<file path="src/adcsr_consts.svh">
// constants, offsets and field positions of the scan result controller
// What this block does
// - twenty-four external input channels, each with its own result register
// - a normal conversion stores a full-accuracy 12-bit result
// - peripheral to conversion clock ratio is 1:1, 1:2, 2:1, 4:1 or 8:1
// - addition mode stores the sum widened by two or four bits
// - double trigger mode works only in single or group scan mode
// - double trigger: first result to channel register, second to duplicate
// - separate result registers for temperature sensor and internal reference
// - one extra result register holds the self-diagnostic conversion
// - single scan converts each selected channel once, then stops
// - group A trigger with A priority aborts a running group B scan
`ifndef ADCSR_CONSTS_SVH
`define ADCSR_CONSTS_SVH

`define ADCSR_OFS_CTRL   8'h00
`define ADCSR_OFS_CHSA   8'h04
`define ADCSR_OFS_CHSB   8'h08
`define ADCSR_OFS_STAT   8'h0C
`define ADCSR_OFS_MASK   8'h10
`define ADCSR_OFS_TRIG   8'h14
`define ADCSR_OFS_RES    8'h40
`define ADCSR_OFS_DUP    8'hAC

`define ADCSR_N_EXT      24
`define ADCSR_N_RES      27
`define ADCSR_DATA_W     12
`define ADCSR_RES_W      16
`define ADCSR_CTRL_W     17

`define ADCSR_ST_W       4
`define ADCSR_ST_DONE_A  0
`define ADCSR_ST_DONE_B  1
`define ADCSR_ST_ABORT   2
`define ADCSR_ST_DUP     3
`define ADCSR_ST_BUSY    8

`define ADCSR_TRIG_A     0
`define ADCSR_TRIG_B     1
`define ADCSR_TRIG_STOP  2

`define ADCSR_MODE_SINGLE 2'h0
`define ADCSR_MODE_CONT   2'h1
`define ADCSR_MODE_GROUP  2'h2

`define ADCSR_RATIO_MAX  3'h4

`define ADCSR_ADD_ONE    5'h01
`define ADCSR_ADD_TWO    5'h04
`define ADCSR_ADD_FOUR   5'h10

`define ADCSR_CONV_NS    830
`define ADCSR_CLK_NS     100
`define ADCSR_CONV_CYC   (`ADCSR_CONV_NS / `ADCSR_CLK_NS)

`endif

</file>
<file path="src/adcsr_pkg.sv">
// types shared by the scan result controller
package adcsr_pkg;

  typedef enum logic [1:0] {S_IDLE, S_NEXT, S_WAIT, S_STORE} adcsr_state_t;

  // control register layout, bit 0 at the bottom
  typedef struct packed {
    logic       vref_en;
    logic       temp_en;
    logic       diag_en;
    logic [4:0] dbl_ch;
    logic       a_prio;
    logic [2:0] ratio;
    logic       add_wide;
    logic       add_en;
    logic       dbl_en;
    logic [1:0] mode;
  } adcsr_ctrl_t;

  typedef struct packed {
    logic       start;
    logic [4:0] chan;
  } adcsr_conv_req_t;

endpackage

</file>
<file path="src/adcsr_pacer.sv">
// per-channel conversion timer
`timescale 1ns/1ns
`default_nettype none
`include "adcsr_consts.svh"
module adcsr_pacer (
  // clock and reset
  input  wire logic core_clk,
  input  wire logic rst,
  // control
  input  wire logic start,
  output logic      done
);
  logic [3:0] cnt_reg;
  logic [3:0] cnt_next;
  logic       done_reg;
  logic       done_next;

  // a fresh start restarts the count, which is how an abort drops a channel
  always_comb begin
    cnt_next  = cnt_reg;
    done_next = (cnt_reg == 4'h1) & ~start;
    if (start) begin
      cnt_next = 4'(`ADCSR_CONV_CYC);
    end else if (cnt_reg != 4'h0) begin
      cnt_next = cnt_reg - 4'h1;
    end
  end

  always_ff @(posedge core_clk or posedge rst) begin
    if (rst) begin
      cnt_reg  <= 4'h0;
      done_reg <= 1'b0;
    end else begin
      cnt_reg  <= cnt_next;
      done_reg <= done_next;
    end
  end

  assign done = done_reg;
endmodule
`default_nettype wire

</file>
<file path="src/adcsr_accum.sv">
// conversion result accumulator for addition mode
`timescale 1ns/1ns
`default_nettype none
`include "adcsr_consts.svh"
module adcsr_accum (
  // clock and reset
  input  wire logic                      core_clk,
  input  wire logic                      rst,
  // samples
  input  wire logic                      clr,
  input  wire logic                      add,
  input  wire logic [`ADCSR_DATA_W-1:0]  data,
  output logic      [`ADCSR_RES_W-1:0]   sum
);
  logic [`ADCSR_RES_W-1:0] sum_reg;
  logic [`ADCSR_RES_W-1:0] sum_next;

  // sixteen 12-bit samples fit exactly in sixteen bits, so no overflow
  always_comb begin
    sum_next = sum_reg;
    if (clr) begin
      sum_next = '0;
    end else if (add) begin
      sum_next = sum_reg + `ADCSR_RES_W'(data);
    end
  end

  always_ff @(posedge core_clk or posedge rst) begin
    if (rst) begin
      sum_reg <= '0;
    end else begin
      sum_reg <= sum_next;
    end
  end

  assign sum = sum_reg;
endmodule
`default_nettype wire

</file>
<file path="src/adcsr_top.sv">
// scan sequencer, result registers and apb slave of the converter
//
// Added by the designer: the placing of the registers and the APB slave port.
`timescale 1ns/1ns
`default_nettype none
`include "adcsr_consts.svh"
module adcsr_top (
  // clock and reset
  input  wire logic                      core_clk,
  input  wire logic                      rst,
  // apb slave
  input  wire logic                      psel,
  input  wire logic                      penable,
  input  wire logic                      pwrite,
  input  wire logic [7:0]                paddr,
  input  wire logic [31:0]               pwdata,
  output logic                           pready,
  output logic      [31:0]               prdata,
  output logic                           pslverr,
  // scan triggers
  input  wire logic                      trig_a,
  input  wire logic                      trig_b,
  // analog core
  output var adcsr_pkg::adcsr_conv_req_t conv_req,
  input  wire logic [`ADCSR_DATA_W-1:0]  conv_data,
  output logic      [2:0]                conv_ratio,
  // interrupt
  output logic                           irq
);
  localparam int NR = `ADCSR_N_RES;

  adcsr_pkg::adcsr_ctrl_t     ctrl_reg;
  adcsr_pkg::adcsr_ctrl_t     ctrl_next;
  adcsr_pkg::adcsr_ctrl_t     ctrl_wr;
  logic [`ADCSR_N_EXT-1:0]    chsa_reg;
  logic [`ADCSR_N_EXT-1:0]    chsa_next;
  logic [`ADCSR_N_EXT-1:0]    chsb_reg;
  logic [`ADCSR_N_EXT-1:0]    chsb_next;
  logic [`ADCSR_ST_W-1:0]     mask_reg;
  logic [`ADCSR_ST_W-1:0]     mask_next;
  logic [`ADCSR_ST_W-1:0]     status_reg;
  logic [`ADCSR_ST_W-1:0]     status_next;
  logic [`ADCSR_ST_W-1:0]     stat_clr;
  logic [`ADCSR_ST_W-1:0]     stat_set;
  logic                       pready_reg;
  logic                       pready_next;
  logic                       pslverr_reg;
  logic                       pslverr_next;
  logic [31:0]                prdata_reg;
  logic [31:0]                prdata_next;
  logic [31:0]                rd_val;
  logic                       rd_hit;
  logic [7:0]                 res_ofs;
  logic                       wr_take;
  logic                       sw_a;
  logic                       sw_b;
  logic                       sw_stop;
  logic                       irq_reg;
  logic                       irq_next;

  adcsr_pkg::adcsr_state_t    st_reg;
  adcsr_pkg::adcsr_state_t    st_next;
  adcsr_pkg::adcsr_conv_req_t req_reg;
  adcsr_pkg::adcsr_conv_req_t req_next;
  logic [NR-1:0]              pend_reg;
  logic [NR-1:0]              pend_next;
  logic [NR-1:0]              mask_a;
  logic [4:0]                 chan_reg;
  logic [4:0]                 chan_next;
  logic [4:0]                 low;
  logic                       grp_b_reg;
  logic                       grp_b_next;
  logic                       dbl_sec_reg;
  logic                       dbl_sec_next;
  logic [4:0]                 samp_reg;
  logic [4:0]                 samp_next;
  logic [4:0]                 need;
  logic [`ADCSR_RES_W-1:0]    res_reg [NR];
  logic [`ADCSR_RES_W-1:0]    res_next [NR];
  logic [`ADCSR_RES_W-1:0]    dup_reg;
  logic [`ADCSR_RES_W-1:0]    dup_next;
  logic [`ADCSR_RES_W-1:0]    acc_sum;
  logic                       acc_clr;
  logic                       acc_add;
  logic                       pace_start;
  logic                       pace_done;
  logic                       trig_a_all;
  logic                       trig_b_all;
  logic                       is_group;
  logic                       is_cont;
  logic                       dbl_act;
  logic                       abort;

  function automatic logic [4:0] lowest(input logic [NR-1:0] v);
    logic [4:0] r;
    r = '0;
    for (int i = NR - 1; i >= 0; i--) begin
      if (v[i]) begin
        r = 5'(i);
      end
    end
    return r;
  endfunction

  adcsr_pacer u_pacer (
    .core_clk (core_clk),
    .rst      (rst),
    .start    (pace_start),
    .done     (pace_done)
  );

  adcsr_accum u_accum (
    .core_clk (core_clk),
    .rst      (rst),
    .clr      (acc_clr),
    .add      (acc_add),
    .data     (conv_data),
    .sum      (acc_sum)
  );

  // register read view
  always_comb begin
    rd_val  = '0;
    rd_hit  = 1'b1;
    res_ofs = paddr - `ADCSR_OFS_RES;
    case (paddr)
      `ADCSR_OFS_CTRL: rd_val = 32'(ctrl_reg);
      `ADCSR_OFS_CHSA: rd_val = 32'(chsa_reg);
      `ADCSR_OFS_CHSB: rd_val = 32'(chsb_reg);
      `ADCSR_OFS_MASK: rd_val = 32'(mask_reg);
      `ADCSR_OFS_TRIG: rd_val = '0;
      `ADCSR_OFS_DUP:  rd_val = 32'(dup_reg);
      `ADCSR_OFS_STAT: begin
        rd_val[`ADCSR_ST_W-1:0] = status_reg;
        rd_val[`ADCSR_ST_BUSY]  = st_reg != adcsr_pkg::S_IDLE;
      end
      default: begin
        // channels, then temperature, reference and self-diagnostic
        if (paddr > `ADCSR_OFS_RES - 8'h01 && paddr < `ADCSR_OFS_DUP &&
            paddr[1:0] == 2'h0) begin
          rd_val = 32'(res_reg[res_ofs[6:2]]);
        end else begin
          rd_hit = 1'b0;
        end
      end
    endcase
  end

  // apb slave: one wait state, writes land on the completing edge
  always_comb begin
    ctrl_next    = ctrl_reg;
    chsa_next    = chsa_reg;
    chsb_next    = chsb_reg;
    mask_next    = mask_reg;
    pready_next  = psel & penable & ~pready_reg;
    prdata_next  = pready_next ? rd_val : prdata_reg;
    pslverr_next = pready_next & ~rd_hit;
    wr_take      = psel & penable & pready_reg & pwrite;
    ctrl_wr      = adcsr_pkg::adcsr_ctrl_t'(pwdata[`ADCSR_CTRL_W-1:0]);
    stat_clr     = '0;
    sw_a         = 1'b0;
    sw_b         = 1'b0;
    sw_stop      = 1'b0;
    if (wr_take) begin
      case (paddr)
        `ADCSR_OFS_CTRL: begin
          ctrl_next = ctrl_wr;
          // an unlisted ratio code is refused and the old ratio kept
          if (ctrl_wr.ratio > `ADCSR_RATIO_MAX) begin
            ctrl_next.ratio = ctrl_reg.ratio;
          end
        end
        `ADCSR_OFS_CHSA: chsa_next = pwdata[`ADCSR_N_EXT-1:0];
        `ADCSR_OFS_CHSB: chsb_next = pwdata[`ADCSR_N_EXT-1:0];
        `ADCSR_OFS_MASK: mask_next = pwdata[`ADCSR_ST_W-1:0];
        `ADCSR_OFS_STAT: stat_clr  = pwdata[`ADCSR_ST_W-1:0];
        `ADCSR_OFS_TRIG: begin
          sw_a    = pwdata[`ADCSR_TRIG_A];
          sw_b    = pwdata[`ADCSR_TRIG_B];
          sw_stop = pwdata[`ADCSR_TRIG_STOP];
        end
        default: ;
      endcase
    end
  end

  // scan sequencer
  always_comb begin
    trig_a_all = trig_a | sw_a;
    trig_b_all = trig_b | sw_b;
    is_group   = ctrl_reg.mode == `ADCSR_MODE_GROUP;
    is_cont    = ctrl_reg.mode == `ADCSR_MODE_CONT;
    dbl_act    = ctrl_reg.dbl_en & ~is_cont;
    mask_a     = '0;
    if (dbl_act) begin
      if (ctrl_reg.dbl_ch < 5'(`ADCSR_N_EXT)) begin
        mask_a[ctrl_reg.dbl_ch] = 1'b1;
      end
    end else if (is_group) begin
      mask_a = NR'(chsa_reg);
    end else begin
      mask_a = {ctrl_reg.diag_en, ctrl_reg.vref_en, ctrl_reg.temp_en,
                chsa_reg};
    end
    need = ~ctrl_reg.add_en ? `ADCSR_ADD_ONE :
           ctrl_reg.add_wide ? `ADCSR_ADD_FOUR : `ADCSR_ADD_TWO;
    low          = lowest(pend_reg);
    st_next      = st_reg;
    pend_next    = pend_reg;
    chan_next    = chan_reg;
    grp_b_next   = grp_b_reg;
    samp_next    = samp_reg;
    dbl_sec_next = dbl_act ? dbl_sec_reg : 1'b0;
    req_next     = '{start: 1'b0, chan: chan_reg};
    res_next     = res_reg;
    dup_next     = dup_reg;
    stat_set     = '0;
    acc_clr      = 1'b0;
    acc_add      = 1'b0;
    pace_start   = 1'b0;
    abort        = 1'b0;
    unique case (st_reg)
      adcsr_pkg::S_IDLE: begin
        if (trig_a_all) begin
          pend_next  = mask_a;
          grp_b_next = 1'b0;
          st_next    = adcsr_pkg::S_NEXT;
        end else if (trig_b_all && is_group && !dbl_act) begin
          pend_next  = NR'(chsb_reg);
          grp_b_next = 1'b1;
          st_next    = adcsr_pkg::S_NEXT;
        end
      end
      adcsr_pkg::S_NEXT: begin
        if (pend_reg == '0) begin
          stat_set[grp_b_reg ? `ADCSR_ST_DONE_B : `ADCSR_ST_DONE_A] = 1'b1;
          if (is_cont && !grp_b_reg) begin
            pend_next = mask_a;
          end else begin
            st_next = adcsr_pkg::S_IDLE;
          end
        end else begin
          chan_next      = low;
          pend_next[low] = 1'b0;
          req_next       = '{start: 1'b1, chan: low};
          samp_next      = '0;
          acc_clr        = 1'b1;
          pace_start     = 1'b1;
          st_next        = adcsr_pkg::S_WAIT;
        end
      end
      adcsr_pkg::S_WAIT: begin
        if (pace_done) begin
          acc_add   = 1'b1;
          samp_next = samp_reg + 5'h01;
          if (samp_next == need) begin
            st_next = adcsr_pkg::S_STORE;
          end else begin
            req_next   = '{start: 1'b1, chan: chan_reg};
            pace_start = 1'b1;
          end
        end
      end
      adcsr_pkg::S_STORE: begin
        if (dbl_act && dbl_sec_reg) begin
          dup_next                 = acc_sum;
          stat_set[`ADCSR_ST_DUP]  = 1'b1;
        end else begin
          res_next[chan_reg] = acc_sum;
        end
        if (dbl_act) begin
          dbl_sec_next = ~dbl_sec_reg;
        end
        st_next = adcsr_pkg::S_NEXT;
      end
    endcase
    // group A preempts B; the half-done B channel is thrown away
    if (st_reg != adcsr_pkg::S_IDLE && grp_b_reg && is_group &&
        ctrl_reg.a_prio && trig_a_all && !sw_stop) begin
      abort                     = 1'b1;
      pend_next                 = mask_a;
      grp_b_next                = 1'b0;
      req_next.start            = 1'b0;
      pace_start                = 1'b0;
      st_next                   = adcsr_pkg::S_NEXT;
      stat_set[`ADCSR_ST_ABORT] = 1'b1;
    end
    if (sw_stop) begin
      st_next        = adcsr_pkg::S_IDLE;
      pend_next      = '0;
      req_next.start = 1'b0;
    end
    // a new event beats a clear in the same cycle
    status_next = (status_reg & ~stat_clr) | stat_set;
    irq_next    = |(status_next & mask_next);
  end

  always_ff @(posedge core_clk or posedge rst) begin
    if (rst) begin
      ctrl_reg    <= '0;
      chsa_reg    <= '0;
      chsb_reg    <= '0;
      mask_reg    <= '0;
      status_reg  <= '0;
      pready_reg  <= 1'b0;
      pslverr_reg <= 1'b0;
      prdata_reg  <= '0;
      irq_reg     <= 1'b0;
      st_reg      <= adcsr_pkg::S_IDLE;
      req_reg     <= '0;
      pend_reg    <= '0;
      chan_reg    <= '0;
      grp_b_reg   <= 1'b0;
      dbl_sec_reg <= 1'b0;
      samp_reg    <= '0;
      dup_reg     <= '0;
      for (int i = 0; i < NR; i++) begin
        res_reg[i] <= '0;
      end
    end else begin
      ctrl_reg    <= ctrl_next;
      chsa_reg    <= chsa_next;
      chsb_reg    <= chsb_next;
      mask_reg    <= mask_next;
      status_reg  <= status_next;
      pready_reg  <= pready_next;
      pslverr_reg <= pslverr_next;
      prdata_reg  <= prdata_next;
      irq_reg     <= irq_next;
      st_reg      <= st_next;
      req_reg     <= req_next;
      pend_reg    <= pend_next;
      chan_reg    <= chan_next;
      grp_b_reg   <= grp_b_next;
      dbl_sec_reg <= dbl_sec_next;
      samp_reg    <= samp_next;
      dup_reg     <= dup_next;
      res_reg     <= res_next;
    end
  end

  assign pready     = pready_reg;
  assign prdata     = prdata_reg;
  assign pslverr    = pslverr_reg;
  assign conv_req   = req_reg;
  assign conv_ratio = ctrl_reg.ratio;
  assign irq        = irq_reg;
endmodule
`default_nettype wire

</file>
<file path="config.mk">
export PLATFORM = sky130hd
export DESIGN_NAME = adcsr_top
export DESIGN_NICKNAME = d
export VERILOG_FILES = /design/src/adcsr_pkg.sv /design/src/adcsr_pacer.sv /design/src/adcsr_accum.sv /design/src/adcsr_top.sv
export VERILOG_INCLUDE_DIRS = /design/src
export SDC_FILE = /design/constraint.sdc
export NUM_CORES = 1
export LEC_CHECK = 0
export ABC_AREA = 1
export BUFFER_PORTS_ARGS = -buffer_cell sky130_fd_sc_hd__clkbuf_2
export CAP_MARGIN = 10
export CORE_UTILIZATION = 40
export CTS_CLUSTER_SIZE = 16
export DETAILED_ROUTE_END_ITERATION = 8
export PLACE_DENSITY = 0.6
export SLEW_MARGIN = 10
export SYNTH_ARGS = -nofsm -noshare
export SYNTH_HDL_FRONTEND = slang
export SYNTH_SLANG_ARGS = --single-unit
</file>
<file path="constraint.sdc">
create_clock -name core_clk -period 27.9 [get_ports core_clk]
set_input_delay 5.58 -clock core_clk [delete_from_list [all_inputs] [get_ports core_clk]]
set_output_delay 5.58 -clock core_clk [all_outputs]
set_load 0.05 [all_outputs]
</file>
==> summary.txt <==
Place
  – Routability cong.: 0.935
  – Post-detail-place hpwl: 55,500 um
  – Area post-placement: slightly below 30,000 um^2
  – Placement Setup Slack: approximately 18 ns
  – Number of buffers added on ports: 86
  – Placed Cells: approximately 4,100

Detailed routing
  – Routed len/inst: around 21 um
  – Final ANT Viol Nets: 0
  – Via density: ~5.6
  – Drt drc: 0
  – DR pass1 iterations: 6
  – Detailed router's first-iteration violation count: roughly 2,900
  – Wirelength, routed: 87,300 um
  – Vias after detailed routing: between 20,000 and 25,000

Power
  – P per Cell Area: ~74 nW/um^2
  – Leakage: between 0.01 and 0.015 uW
  – Peak VDD IR: between 0.04 and 0.05 mV
  – Pwr Total: between 2000 and 2500 uW

Floorplanning
  – Die height: 267 um
  – Die X: between 200 and 300 um
  – Initial Util: roughly 41%
  – DIE AREA: around 70,000 um^2
  – Core ar.: roughly 69,000 um^2
  – Io pins: 103
  – Rows: 96

CTS
  – Hold buffer count at cts: 0
  – Root buffer cell: clkbuf_16
  – Max H-tree Level: 3
  – Clk buf depth: 3
  – Skew-Pair Late Insertion Delay: 0.62 ns
  – Post-CTS Resized: 0
  – Cts bufs inserted: 67
  – Number of post-CTS setup repair buffers: 0
  – TritonCTS clock tree: built
  – CTS clk-pin slew, worst paths: ~0.060 ns
  – Total clock sinks: approximately 620

Timing
  – Min Tclk post-route: roughly 9.4 ns
  – Max-slew headroom: 19.6%
  – RSZ-0062 raised after global routing: no
  – Max Fclk: about 0.11 GHz
  – Sum Neg Setup Slack: 0 ns
  – Layout Skew: approximately 0.025 ns
  – Final critical-path share of the clock period: between 30% and 40%
  – Final Hold Fails: 0
  – Slew at the pin closest to its max-slew limit: 1.20 ns
  – Max-slew violation count: 0
  – Fin worst setup slack: about 18 ns
  – Final setup viols: 0

Finish
  – Final non-filler cell total: approximately 4,200
  – Layout net count: between 3,000 and 4,000
  – Share of layout cells above drive strength 1: 8.21%
  – Final Instance Area: between 30,000 and 40,000 um^2
  – ANT cells: 0
  – Commonest non-fill, non-tap cell in the layout: nand2_1
  – Max reg flops: ~430
  – Most frequent cells in the layout: nand2_1 (846), o21ai_0 (668), dfrtp_1 (616)
  – Synthesis-to-layout area growth: 11.6%

Min path
  – Hold Crit Class: flop to flop
  – Min-delay src: prdata[22]
  – Hold EP: prdata[22]
  – WHS Path Cells: 2

GRT
  – Initial antenna violation count: 0
  – Pin count of the biggest net entering global routing: 178
  – Total routing usage reported by global routing: about 25%
  – Vias in the first global route: about 22,000
  – Global-route wire length before repair: ~130,000 um
  – GR Overflow Total: 0

Critical path
  – R2R Path Start: ctrl_reg[1]
  – Reg2reg path depth: 13
  – Startpoint types: input port
  – Worst R2R Setup Slack: 23.99 ns
  – R2r endpoint: pend_reg[11]
  – WP data required: ~28 ns
  – Critical path arrival: about 9.9 ns
  – CP Max Fanout: 23
  – Crit Path Category: input port to flop
  – CP Capture Type: flop

Logic synthesis
  – Cells after synthesis: 3,281
  – Warnings from Yosys: 0
  – Primary FF master, synth: dfrtp_1
  – Synth cell types: 49
  – Syn Area/Cell: about 8.6 um^2
  – EDFF count, synth: 0
  – Seq cells post-synth: just over 600
  – Async set-or-reset flop fraction in the synthesized netlist: 100%
  – Sequential-to-total area share from yosys stat: a little over half
  – Synthesized cell area: ~28,000 um^2

Run status
  – Status: finished, final reports clean

Run
  – Max-cap viol count: 0
==> worst max-delay path by stage <==
stage,startpoint,end,slack [ns],cells past startpoint
finish,paddr[2],u_pacer.cnt_reg[0],18.46,16
global route,paddr[2],u_pacer.cnt_reg[0],18.19,16
CTS,paddr[3],u_pacer.cnt_reg[0],18.60,15
detailed placement,paddr[3],u_pacer.cnt_reg[0],17.95,15
global placement,paddr[2],u_pacer.cnt_reg[0],17.95,16
floorplan,rst,chan_reg[0],5.07,1
==> cells by family (layout without fill, tap and decap cells) <==
| kind of cell | after synthesis | after routing | synth area share, % |
|---|---|---|---|
| xor+xnor | 8 | 8 | 0.250 |
| simple gates | 1103 | 1103 | 15.9 |
| buf+inv | 453 | 466 | 6.29 |
| fa+ha+maj | 22 | 22 | 1.01 |
| other cells | 1 | 8 | 0.0134 |
| compound gates | 1078 | 1078 | 21.6 |
| flops | 616 | 616 | 54.9 |
==> metrics by stage <==
stage | hold slack (ns) | util (%)
2_1_floorplan | 0.453 | -
3_3_place_gp | 0.462 | 42.3
3_5_place_dp | 0.465 | 42.3
4_1_cts | 0.481 | 45.4
5_1_grt | 0.491 | 45.4
6_report | 0.480 | 45.4
==> routing by layer <==
layer / vias up / wire length [um] / global-route usage [%]
li1: 11100 / - / -
met1: 11600 / 39700 / 34.8
met2: 783 / 40200 / 39.0
met3: 146 / 4970 / 3.70
met4: 0 / 2390 / 7.28
met5: - / 0 / 0
==> layout make-up <==
type                            instances  area, um^2
Sequential cell                       616       15400
Clock inverter                         18         195
Inverter                              206         783
Timing Repair Buffer                  142         863
Clock buffer                          100        1970
Fill cell                            6829       37600
Tap cell                              931        1160
Multi-Input combinational cell       2219       10900
==> worst max-delay path, stage by stage <==
cell and delay (ns):
clkbuf_2 0.14, inv_2 0.07, nor2_4 0.58, clkinv_2 0.18, nor4_4 0.49, a31oi_2 0.27, nor4_4 0.47, inv_1 0.53
nor2_1 0.28, buf_4 0.24, inv_1 0.19, buf_4 0.25, nand4_1 0.22, nand3_1 0.16, nand2_1 0.13, o21ai_0 0.10
==> cell usage after synthesis, drive strengths merged (2+ instances only) <==
| master | count | area share (%) |
|---|---|---|
| o31ai | 5 | 0.13 |
| a21oi | 63 | 1.2 |
| o221ai | 16 | 0.50 |
| o22ai | 217 | 4.8 |
| a22oi | 20 | 0.54 |
| o21ai | 677 | 12 |
| dfrtp | 616 | 55 |
| o22a | 16 | 0.50 |
| xnor2 | 3 | 0.094 |
| nand4 | 57 | 1.3 |
| a22o | 9 | 0.28 |
| nor4 | 3 | 0.17 |
| o32ai | 4 | 0.12 |
| inv | 202 | 2.7 |
| a41oi | 9 | 0.28 |
| a221oi | 15 | 0.47 |
| clkinv | 4 | 0.053 |
| a21o | 2 | 0.053 |
| o211ai | 7 | 0.19 |
| o2111ai | 3 | 0.094 |
| nor3 | 22 | 0.39 |
| ha | 21 | 0.94 |
| a31oi | 8 | 0.20 |
| buf | 32 | 0.66 |
| nor2 | 122 | 1.8 |
| nand3 | 47 | 0.84 |
| o21bai | 3 | 0.080 |
| xor2 | 5 | 0.16 |
| clkbuf | 215 | 2.9 |
| nand2 | 850 | 11 |
==> where the power goes <==
group	total, uW	switching, uW	internal (uW)	leakage [uW]
sequential	961	31.1	930	0.00847
clock	883	373	511	0.00107
combinational	465	336	129	0.00443
total	2310	740	1570	0.0140
(Power assumes the default switching activity.)
